## src/design/acs_pkg.sv

```systemverilog
// Shared constants and types of the channel sequencer.
// Notes on behaviour
// [RULE_01] Single-ended input type routes the input indexed by the low three channel-pick bits, top bit ignored.
// [RULE_02] Differential type converts an even pick minus the next odd input, an odd pick minus the even one below.
// [RULE_03] The four-input variant decodes only the two lowest channel-pick bits.
// [RULE_04] Format bit 1 gives straight binary, 0 gives two's complement, for either input type.
// [RULE_05] Both power-select bits at 1 keep the converter fully powered whatever the other inputs do.
// [RULE_06] Upper power-select bit 0 powers down after each conversion once the control word is updated.
// [RULE_07] In auto-shutdown the host waits one microsecond of wake-up before trusting a result.
// [RULE_08] Sequencer bits 0,0 make each conversion use the channel-pick of the previous control write.
// [RULE_09] Cycle bit 0 with list-select 1 makes the next transfer load the channel list instead.
// [RULE_10] Once loaded, the listed channels, adjacent or not, are converted one per frame, repeatedly.
// [RULE_11] Cycle 1 with list-select 0 updates the other control bits without disturbing a running sequence.
// [RULE_12] Both sequencer bits at 1 convert channels 0 up to channel-pick, repeating without further writes.
// [RULE_13] Control word: write-enable 12, cycle 11, pick 10:7, power 6:5, list 4, drive 3, span 2, format 1, type 0.
// [RULE_14] List mode steps upward from the lowest listed channel until a write other than cycle 1, list 0.
// [RULE_15] An all-zero channel list converts the highest channel of the variant.
// [RULE_16] Power-select upper 1, lower 0 behaves exactly as full-power operation.
package acs_pkg;
	// Control word layout
	localparam int CW_WE = 12;
	localparam int CW_CYC = 11;
	localparam int CW_PICK_HI = 10;
	localparam int CW_PICK_LO = 7;
	localparam int CW_PWR_HI = 6;
	localparam int CW_PWR_LO = 5;
	localparam int CW_LIST = 4;
	localparam int CW_DRIVE = 3;
	localparam int CW_SPAN = 2;
	localparam int CW_FMT = 1;
	localparam int CW_TYPE = 0;
	localparam int CW_W = 13;
	// Normal power, straight binary, single-ended
	localparam logic [CW_W-1:0] CTRL_RST = 13'h0063;
	// Frame bit counts and the format flip mask
	localparam logic [4:0] FRAME_BITS = 5'h10;
	localparam logic [4:0] CW_LAST_BIT = 5'h0C;
	localparam logic [11:0] FMT_FLIP = 12'h800;
	// Register map, byte addresses
	localparam int ADDR_W = 4;
	localparam logic [ADDR_W-1:0] REG_CTRL = 4'h0;
	localparam logic [ADDR_W-1:0] REG_LIST = 4'h4;
	localparam logic [ADDR_W-1:0] REG_STATUS = 4'h8;
	localparam logic [ADDR_W-1:0] REG_RAW = 4'hC;
	localparam logic [11:0] RAW_RST = 12'h000;
	// Status fields
	localparam int STS_CHAN = 0;
	localparam int STS_MODE = 4;
	localparam int STS_EXPECT = 6;
	localparam int STS_PDN = 7;
	localparam int STS_AWAKE = 8;
	localparam int STS_FRAME = 9;
	// Wake-up timing
	localparam int CLK_PERIOD_NS = 10;
	localparam int WAKE_NS = 1000;
	localparam int WAKE_CYC = (WAKE_NS + CLK_PERIOD_NS - 1) / CLK_PERIOD_NS;
	localparam int WAKE_W = 8;
	typedef enum logic [1:0] {SEQ_DIRECT, SEQ_LIST, SEQ_COUNT} acs_seq_e;
endpackage

```

## src/design/acs_mux_decode.sv

```systemverilog
// Input multiplexer decode and the interface that carries it.
`timescale 1ns/10ps
interface acs_mux_if;
	logic [3:0] chan;
	logic inputType;
	logic [2:0] posSel;
	logic [2:0] negSel;
	logic diff;
	modport req (output chan, inputType, input posSel, negSel, diff);
	modport dec (input chan, inputType, output posSel, negSel, diff);
endinterface

module acs_mux_decode #(
	parameter int NUM_CH = 8
) (
	// Channel and selection
	acs_mux_if.dec mux
);
	// Four-input part keeps two bits, eight-input part three
	localparam logic [2:0] SEL_MASK = 3'(NUM_CH - 1);

	always_comb begin
		mux.posSel = mux.chan[2:0] & SEL_MASK; // see [RULE_01] see [RULE_03]
		if (mux.inputType) begin
			mux.negSel = 3'h0;
			mux.diff = 1'b0;
		end else begin
			// Partner of a pair is the index with bit 0 flipped
			mux.negSel = (mux.chan[2:0] ^ 3'h1) & SEL_MASK; // see [RULE_02]
			mux.diff = 1'b1;
		end
	end
endmodule

```

## src/design/acs_sequencer.sv

```systemverilog
// Channel sequencer top: serial frames, control word, bus slave.
//
// Design decisions made here: the register offsets and register access over Avalon-MM.
`timescale 1ns/10ps
module acs_sequencer #(
	parameter int NUM_CH = 8
) (
	// Clock and reset
	input wire logic core_clk,
	input wire logic rst_b,
	// Avalon-MM slave
	input wire logic [acs_pkg::ADDR_W-1:0] avs_address,
	input wire logic avs_read,
	input wire logic avs_write,
	input wire logic [31:0] avs_writedata,
	input wire logic [3:0] avs_byteenable,
	output logic [31:0] avs_readdata,
	output logic avs_waitrequest,
	// Serial link pins
	input wire logic sclk,
	input wire logic frame_select_n,
	input wire logic serialIn,
	output logic serialOut,
	output logic serialOutEn,
	output logic serialOutWeak,
	// Analogue front end control
	output logic [2:0] muxPosSel,
	output logic [2:0] muxNegSel,
	output logic muxDiff,
	output logic spanSel,
	output logic powerDown
);
	import acs_pkg::*;

	localparam logic [2:0] SEL_MASK = 3'(NUM_CH - 1);
	localparam logic [3:0] TOP_CH = 4'(NUM_CH - 1);

	function automatic logic [11:0] fmtCode(input logic [11:0] raw,
			input logic straight);
		fmtCode = straight ? raw : (raw ^ FMT_FLIP); // see [RULE_04]
	endfunction

	// Each list bit names input (position mod channel count)
	function automatic logic [7:0] chanMask(input logic [15:0] w);
		logic [7:0] m;
		m = 8'h00;
		for (int b = 0; b < 16; b++) begin
			if (w[15 - b]) begin
				m[b % NUM_CH] = 1'b1;
			end
		end
		chanMask = m;
	endfunction

	// Next listed channel above cur, wrapping; empty list gives top
	function automatic logic [3:0] nextListed(input logic [7:0] m,
			input logic [3:0] cur);
		logic [3:0] r;
		int c;
		r = TOP_CH; // see [RULE_15]
		for (int i = NUM_CH; i >= 1; i--) begin
			c = (int'(cur) + i) % NUM_CH;
			if (m[c]) begin
				r = 4'(c); // see [RULE_10] see [RULE_14]
			end
		end
		nextListed = r;
	endfunction

	// Pin synchronisers
	logic sclkS1_q, sclkS2_q, sclkS3_q;
	logic csnS1_q, csnS2_q, csnS3_q;
	logic dinS1_q, dinS2_q;
	logic sclkFall, csnFall, csnRise;

	always_ff @(posedge core_clk or negedge rst_b) begin
		if (!rst_b) begin
			sclkS1_q <= 1'b1;
			sclkS2_q <= 1'b1;
			sclkS3_q <= 1'b1;
			csnS1_q <= 1'b1;
			csnS2_q <= 1'b1;
			csnS3_q <= 1'b1;
			dinS1_q <= 1'b0;
			dinS2_q <= 1'b0;
		end else begin
			sclkS1_q <= sclk;
			sclkS2_q <= sclkS1_q;
			sclkS3_q <= sclkS2_q;
			csnS1_q <= frame_select_n;
			csnS2_q <= csnS1_q;
			csnS3_q <= csnS2_q;
			dinS1_q <= serialIn;
			dinS2_q <= dinS1_q;
		end
	end

	assign sclkFall = sclkS3_q & ~sclkS2_q;
	assign csnFall = csnS3_q & ~csnS2_q;
	assign csnRise = ~csnS3_q & csnS2_q;

	// Frame and sequencer state
	logic frameActive_q, frameActive_d;
	logic [4:0] bitCnt_q, bitCnt_d;
	logic [15:0] rxShift_q, rxShift_d;
	logic [CW_W-1:0] ctrlRx_q, ctrlRx_d;
	logic ctrlSeen_q, ctrlSeen_d;
	logic [15:0] txShift_q, txShift_d;
	logic serialOut_q, serialOut_d;
	logic serialOutEn_q, serialOutEn_d;
	logic serialOutWeak_q, serialOutWeak_d;
	logic [CW_W-1:0] ctrl_q, ctrl_d;
	acs_seq_e mode_q, mode_d;
	logic expectList_q, expectList_d;
	logic [15:0] list_q, list_d;
	logic [3:0] curChan_q, curChan_d;
	logic [3:0] lastChan_q, lastChan_d;
	logic powerDown_q, powerDown_d;
	logic [WAKE_W-1:0] wakeCnt_q, wakeCnt_d;
	logic [11:0] raw_q, raw_d;
	logic frameEnd, frameDone, listLoad, ctrlWrite;
	logic [3:0] pick, advChan;
	logic [7:0] listMask;

	assign frameEnd = frameActive_q & csnRise;
	assign frameDone = frameEnd & (bitCnt_q == FRAME_BITS);
	assign listLoad = frameDone & expectList_q;
	assign ctrlWrite = frameEnd & ~listLoad & ctrlSeen_q & ctrlRx_q[CW_WE];
	assign pick = ctrlRx_q[CW_PICK_HI:CW_PICK_LO]; // see [RULE_13]
	assign listMask = chanMask(list_q);

	always_comb begin
		// Unused enum code keeps the channel instead of a latch
		advChan = curChan_q;
		unique case (mode_q)
			SEQ_DIRECT: advChan = curChan_q; // see [RULE_08]
			SEQ_LIST: advChan = nextListed(listMask, curChan_q);
			SEQ_COUNT: begin
				// see [RULE_12]
				advChan = (curChan_q >= lastChan_q) ? 4'h0 : curChan_q + 4'h1;
			end
		endcase
	end

	always_comb begin
		frameActive_d = frameActive_q;
		bitCnt_d = bitCnt_q;
		rxShift_d = rxShift_q;
		ctrlRx_d = ctrlRx_q;
		ctrlSeen_d = ctrlSeen_q;
		txShift_d = txShift_q;
		serialOut_d = serialOut_q;
		serialOutEn_d = serialOutEn_q;
		serialOutWeak_d = serialOutWeak_q;
		ctrl_d = ctrl_q;
		mode_d = mode_q;
		expectList_d = expectList_q;
		list_d = list_q;
		curChan_d = curChan_q;
		lastChan_d = lastChan_q;
		powerDown_d = powerDown_q;
		if (csnFall) begin
			// Sample point: wake up and present the address first
			frameActive_d = 1'b1;
			bitCnt_d = 5'h00;
			ctrlSeen_d = 1'b0;
			powerDown_d = 1'b0;
			txShift_d = {curChan_q, fmtCode(raw_q, ctrl_q[CW_FMT])};
			serialOut_d = curChan_q[3];
			serialOutEn_d = 1'b1;
			serialOutWeak_d = 1'b0;
		end else if (frameEnd) begin
			frameActive_d = 1'b0;
			ctrlSeen_d = 1'b0;
			serialOutEn_d = 1'b0;
			if (listLoad) begin
				list_d = rxShift_q;
				mode_d = SEQ_LIST; // see [RULE_10]
				expectList_d = 1'b0;
				curChan_d = nextListed(chanMask(rxShift_q), TOP_CH);
			end else if (ctrlWrite) begin
				unique case ({ctrlRx_q[CW_CYC], ctrlRx_q[CW_LIST]})
					2'b00: begin
						ctrl_d = ctrlRx_q; // see [RULE_13]
						mode_d = SEQ_DIRECT; // see [RULE_08] see [RULE_14]
						expectList_d = 1'b0;
						curChan_d = pick;
					end
					2'b01: begin
						ctrl_d = ctrlRx_q;
						mode_d = SEQ_DIRECT;
						expectList_d = 1'b1; // see [RULE_09]
						curChan_d = pick;
					end
					2'b10: begin
						// Channel fields kept so the sequence runs on
						ctrl_d = {ctrlRx_q[CW_WE:CW_CYC],
							ctrl_q[CW_PICK_HI:CW_PICK_LO],
							ctrlRx_q[CW_PWR_HI:CW_TYPE]}; // see [RULE_11]
						if (frameDone) begin
							curChan_d = advChan;
						end
					end
					2'b11: begin
						ctrl_d = ctrlRx_q;
						mode_d = SEQ_COUNT; // see [RULE_12]
						expectList_d = 1'b0;
						lastChan_d = {1'b0, pick[2:0] & SEL_MASK};
						curChan_d = 4'h0;
					end
				endcase
			end else if (frameDone) begin
				curChan_d = advChan;
			end
			serialOutWeak_d = ctrl_d[CW_DRIVE];
			if (frameDone && !ctrl_d[CW_PWR_HI]) begin
				powerDown_d = 1'b1; // see [RULE_06]
			end
		end else if (frameActive_q && sclkFall && bitCnt_q < FRAME_BITS) begin
			bitCnt_d = bitCnt_q + 5'h01;
			rxShift_d = {rxShift_q[14:0], dinS2_q};
			txShift_d = {txShift_q[14:0], 1'b0};
			serialOut_d = txShift_q[14];
			if (bitCnt_q == CW_LAST_BIT) begin
				ctrlRx_d = {rxShift_q[11:0], dinS2_q};
				ctrlSeen_d = 1'b1;
			end
			if (bitCnt_q == FRAME_BITS - 5'h01) begin
				serialOutEn_d = 1'b0;
				serialOutWeak_d = ctrl_q[CW_DRIVE];
			end
		end
		// Weak idle drive tracks the next address top bit
		if (!frameActive_d && serialOutWeak_d) begin
			serialOut_d = curChan_d[3];
		end
		if (ctrl_d[CW_PWR_HI]) begin
			powerDown_d = 1'b0; // see [RULE_05] see [RULE_16]
		end
	end

	// Wake-up timer only reports; the host must honour the wait
	always_comb begin
		wakeCnt_d = wakeCnt_q;
		if (powerDown_q) begin
			wakeCnt_d = '0; // see [RULE_07]
		end else if (wakeCnt_q != WAKE_W'(WAKE_CYC)) begin
			wakeCnt_d = wakeCnt_q + 1'b1;
		end
	end

	always_ff @(posedge core_clk or negedge rst_b) begin
		if (!rst_b) begin
			frameActive_q <= 1'b0;
			bitCnt_q <= 5'h00;
			rxShift_q <= 16'h0000;
			ctrlRx_q <= '0;
			ctrlSeen_q <= 1'b0;
			txShift_q <= 16'h0000;
			serialOut_q <= 1'b0;
			serialOutEn_q <= 1'b0;
			serialOutWeak_q <= 1'b0;
			ctrl_q <= CTRL_RST;
			mode_q <= SEQ_DIRECT;
			expectList_q <= 1'b0;
			list_q <= 16'h0000;
			curChan_q <= 4'h0;
			lastChan_q <= 4'h0;
			powerDown_q <= 1'b0;
			wakeCnt_q <= '0;
		end else begin
			frameActive_q <= frameActive_d;
			bitCnt_q <= bitCnt_d;
			rxShift_q <= rxShift_d;
			ctrlRx_q <= ctrlRx_d;
			ctrlSeen_q <= ctrlSeen_d;
			txShift_q <= txShift_d;
			serialOut_q <= serialOut_d;
			serialOutEn_q <= serialOutEn_d;
			serialOutWeak_q <= serialOutWeak_d;
			ctrl_q <= ctrl_d;
			mode_q <= mode_d;
			expectList_q <= expectList_d;
			list_q <= list_d;
			curChan_q <= curChan_d;
			lastChan_q <= lastChan_d;
			powerDown_q <= powerDown_d;
			wakeCnt_q <= wakeCnt_d;
		end
	end

	// Multiplexer selection, registered so the pins are glitch free
	acs_mux_if mux ();
	logic [2:0] muxPos_q, muxNeg_q;
	logic muxDiff_q, spanSel_q;

	assign mux.chan = curChan_q;
	assign mux.inputType = ctrl_q[CW_TYPE];

	acs_mux_decode #(
		.NUM_CH(NUM_CH)
	) u_decode (
		.mux(mux)
	);

	always_ff @(posedge core_clk or negedge rst_b) begin
		if (!rst_b) begin
			muxPos_q <= 3'h0;
			muxNeg_q <= 3'h0;
			muxDiff_q <= 1'b0;
			spanSel_q <= 1'b0;
		end else begin
			muxPos_q <= mux.posSel;
			muxNeg_q <= mux.negSel;
			muxDiff_q <= mux.diff;
			spanSel_q <= ctrl_q[CW_SPAN];
		end
	end

	// Bus slave: one wait cycle, then the answer
	logic wait_q, wait_d;
	logic [31:0] rdata_q, rdata_d;

	always_comb begin
		wait_d = 1'b1;
		rdata_d = rdata_q;
		raw_d = raw_q;
		if ((avs_read || avs_write) && wait_q) begin
			wait_d = 1'b0;
			rdata_d = 32'h00000000;
			if (avs_read) begin
				unique case (avs_address)
					REG_CTRL: rdata_d[CW_W-1:0] = ctrl_q;
					REG_LIST: rdata_d[15:0] = list_q;
					REG_STATUS: begin
						rdata_d[STS_CHAN +: 4] = curChan_q;
						rdata_d[STS_MODE +: 2] = mode_q;
						rdata_d[STS_EXPECT] = expectList_q;
						rdata_d[STS_PDN] = powerDown_q;
						rdata_d[STS_AWAKE] = ctrl_q[CW_PWR_HI] |
							(wakeCnt_q == WAKE_W'(WAKE_CYC));
						rdata_d[STS_FRAME] = frameActive_q;
					end
					REG_RAW: rdata_d[11:0] = raw_q;
					default: rdata_d = 32'h00000000;
				endcase
			end
		end
		// Write lands on the edge that ends the request
		if (avs_write && !wait_q && avs_address == REG_RAW) begin
			if (avs_byteenable[0]) begin
				raw_d[7:0] = avs_writedata[7:0];
			end
			if (avs_byteenable[1]) begin
				raw_d[11:8] = avs_writedata[11:8];
			end
		end
	end

	always_ff @(posedge core_clk or negedge rst_b) begin
		if (!rst_b) begin
			wait_q <= 1'b1;
			rdata_q <= 32'h00000000;
			raw_q <= RAW_RST;
		end else begin
			wait_q <= wait_d;
			rdata_q <= rdata_d;
			raw_q <= raw_d;
		end
	end

	assign avs_readdata = rdata_q;
	assign avs_waitrequest = wait_q;
	assign serialOut = serialOut_q;
	assign serialOutEn = serialOutEn_q;
	assign serialOutWeak = serialOutWeak_q;
	assign muxPosSel = muxPos_q;
	assign muxNegSel = muxNeg_q;
	assign muxDiff = muxDiff_q;
	assign spanSel = spanSel_q;
	assign powerDown = powerDown_q;
endmodule

```

## config.mk

```make
export PLATFORM = sky130hd
export DESIGN_NAME = acs_sequencer
export DESIGN_NICKNAME = d
export VERILOG_FILES = /design/src/design/acs_pkg.sv /design/src/design/acs_mux_decode.sv /design/src/design/acs_sequencer.sv
export SDC_FILE = /design/constraint.sdc
export NUM_CORES = 1
export LEC_CHECK = 0
export ABC_CLOCK_PERIOD_IN_PS = 5170
export BUFFER_PORTS_ARGS = -buffer_cell sky130_fd_sc_hd__buf_2
export CAP_MARGIN = 0
export CORE_ASPECT_RATIO = 0.7
export CORE_MARGIN = 2
export CORE_UTILIZATION = 60
export DETAILED_ROUTE_END_ITERATION = 8
export HOLD_SLACK_MARGIN = 0.05
export MAX_ROUTING_LAYER = met4
export PLACE_DENSITY_LB_ADDON = 0.12
export REMOVE_ABC_BUFFERS = 1
export SLEW_MARGIN = 20
export SYNTH_ARGS = -nofsm -noshare
export SYNTH_HDL_FRONTEND = slang
export SYNTH_SLANG_ARGS = --single-unit
```

## constraint.sdc

```tcl
create_clock -name core_clk -period 5.17 [get_ports core_clk]
set_clock_uncertainty 0.2 [all_clocks]
set_input_delay 1.034 -clock core_clk [delete_from_list [all_inputs] [get_ports core_clk]]
set_output_delay 1.034 -clock core_clk [all_outputs]
set_load 0.01 [all_outputs]
```

==> flow_summary.ini <==
[status]
status = finished clean

[sta]
setup_tns_ns = 0
setup_viol = 0
timing.final.max_slew_violations = 0
fin_crit_ns = 3.341
worst_slack_ns = 1.829
finalCritPeriodShare_pct = 64.63
fmax_mhz = 299.3
worstMarginPinSlew_ns = 0.9989
worst_hold_slack_ns = 0.1490
relSlewSlack_pct = 32.50
hold_viol_final = 0
rsz0062_at_grt = no

[place]
pre_cts_ws_ns = 1.910
hpwl_um = 13270
post_dp_cell_area_mm2 = 0.007781
place_congestion = 0.9449
port_buffers = 53

[clock_tree]
cts_resized = 0
worstSkewPairLatency_ns = 0.42
clock_path_buffers = 2
clk_pin_slew_ns = 0.06
cts_setup_buffers = 0
cts_tree = done
numCtsBuffers = 17
h-tree-depth = 4
cts_hold_buf = 0
cts.sinks = 147
root_buffer = clkbuf_16

[critical_path]
worstPathRequired_ns = 5.27
critical_path.top_delay_family = simple AND/OR/NAND/NOR gates
cp_max_fo = 21
reg2reg_slack_ns = 1.83
crit_type = register to register
crit_arrival_ns = 3.44
start_kind = register
rr_endpoint = ctrlRx_q[6]$_DFFE_PN0P_
critical-path-max-stage-delay_ns = 0.85
cp-end-kind = register
cp_cell_sequence = nor4bb_1, nand2_1, nor2_1, buf_4, mux2_2
cp_num_buf_inv = 1
r2r_cells = 5
slowest_stage = nor4bb_1
timing.rr.start = sclkS3_q$_DFF_PN1_

[yosys]
syn-cell-area_mm2 = 0.007396
synth_top_cell_by_area = dfrtp_1
yosysSeqAreaShare_pct = 49.92
synth_top_area_share_pct = 46.02
synth_common_cells = 136 x dfrtp_1, 130 x nand2_1, 50 x mux2_2, 44 x o21ai_0, 36 x nor2_1
synthTopCellsByArea = dfrtp_1 46%, mux2_2 7.6%, nand2_1 6.6%, mux4_2 4.6%, dfstp_2 3.9%
ys_ff_latch = 147
synth_enable_flop_cells = 0
avgSynthCellArea_um2 = 10.69
syn_inst = 692
synth_flop_cell = dfrtp_1
synth_most_common_cell = dfrtp_1
async_flop_share_pct = 100.0
synth.distinct_cells = 67
yosys_warnings = 0

[floorplan]
initial_core_util_pct = 62.41
die_w_um = 136.7
core_mm2 = 0.01185
fp.dieH_um = 96.89
design.die.area_mm2 = 0.01324
row_count = 33
ioPinCount = 92

[worst_hold_path]
holdPathEnd = dinS2_q$_DFF_PN0_
hold_start = dinS1_q$_DFF_PN0_
hold_depth = 0
hp-class = register to register

[global_route]
track_usage_pct = 31.10
grt_max_degree = 119
grt_antenna_before_repair = 0
grt_pass1_vias = 5392
grt_pass1_wl_um = 30030
overflow = 0

[drt]
detail-route-antenna-nets = 0
wl_um = 18810
vias = 5730
wl_per_cell_um = 20.53
drt_first_pass_iters = 7
drc = 0
drt-initial-drc-count = 661
routed_via_density = 6.255

[finish]
area_growth_pct = 13.30
antennaDiodeCount = 0
drive_above_1_share_pct = 25.03
final_cell_area_mm2 = 0.008379
layout.nets = 810

[power_and_ir_drop]
power_density_mw_per_mm2 = 331.4
leakagePower_nw = 3.934
irDropWorstVdd_mv = 0.2479
p_total_mw = 2.777

[flow_run]
cap_violations = 0
how the worst max path moves through the flow:
| stage | start | end | slack, ns | cells after the start |
|---|---|---|---|---|
| final | sclkS3_q$_DFF_PN1_ | ctrlRx_q[6]$_DFFE_PN0P_ | 1.83 | 5 |
| after global routing | sclkS3_q$_DFF_PN1_ | ctrlRx_q[6]$_DFFE_PN0P_ | 1.61 | 5 |
| after CTS | curChan_q[0]$_DFFE_PN0P_ | curChan_q[0]$_DFFE_PN0P_ | 1.89 | 9 |
| after detailed placement | curChan_q[0]$_DFFE_PN0P_ | curChan_q[0]$_DFFE_PN0P_ | 1.91 | 9 |
| after global placement | curChan_q[0]$_DFFE_PN0P_ | curChan_q[0]$_DFFE_PN0P_ | 1.89 | 9 |
| after floorplan | csnS3_q$_DFF_PN1_ | ctrlRx_q[0]$_DFFE_PN0P_ | 1.82 | 5 |
cell type report:
type                            count  area, um^2
Tap cell                          157       196.4
Sequential cell                   147        3692
Clock inverter                     10       100.1
Timing Repair Buffer               63       349.1
Multi-Input combinational cell    494        3490
Inverter                           23       87.58
Fill cell                         860        3471
Clock buffer                       22       464.2
cells by family after synthesis:
kind of cell | after synthesis | share of synthesized area [%]
buffers and inverters | 66 | 4.398
and+or+nand+nor | 234 | 14.11
DFF | 147 | 49.92
adders and majority gates | 18 | 3.011
other | 1 | 0.05070
muxes | 90 | 15.56
xor gates and xnor gates | 7 | 0.8290
AOI/OAI and AO/OA | 129 | 12.11
per-layer routing:
metal / up-vias / routed length, um / GRT usage [%]
met3: 27 / 2126 / 8.071
met1: 2841 / 8635 / 48.62
met4: 0 / 269 / 7.452
li1: 2581 / - / -
met5: - / 0 / -
met2: 281 / 7778 / 40.35
through the flow:
stage          cells  util (%)
2_1_floorplan    664         -
3_3_place_gp     884     65.66
3_5_place_dp     884     65.66
4_1_cts          916     70.43
5_1_grt          916     70.71
6_report         916     70.71
where the power goes:
group	leakage (nW)	switching, mW	internal (mW)
Combinational	1.72	0.170	0.120
Clock	0.264	0.474	0.691
Sequential	1.95	0.0912	1.23
state kept, by name, summed over array words and instances (netlist names), 2 cells and up:
signal / flops
avs_readdata: 16
list_q: 16
rxShift_q: 16
txShift_q: 15
ctrlRx_q: 13
ctrl_q: 13
raw_q: 12
wakeCnt_q: 8
bitCnt_q: 5
curChan_q: 4
lastChan_q: 3
muxNegSel: 3
muxPosSel: 3
mode_q: 2
layout by cell type, fill, tap and decap left out, types with 6 or more instances in the layout:
cell type / netlist / final
a21oi_1: 19 / 19
a222oi_1: 12 / 12
a22o_1: 11 / 11
buf_2: 4 / 52
buf_4: 17 / 10
clkbuf_16: 0 / 17
conb_1: 1 / 16
dfrtp_1: 136 / 136
dfstp_2: 11 / 11
ha_1: 17 / 17
inv_1: 20 / 20
mux2_2: 50 / 50
mux2i_1: 25 / 25
mux4_2: 15 / 15
nand2_1: 130 / 130
nand2b_1: 6 / 6
nand3_1: 12 / 12
nor2_1: 36 / 36
nor3_1: 18 / 16
o21ai_0: 44 / 43
or2_2: 7 / 7
Note: power is estimated with default switching activity, not from simulation.
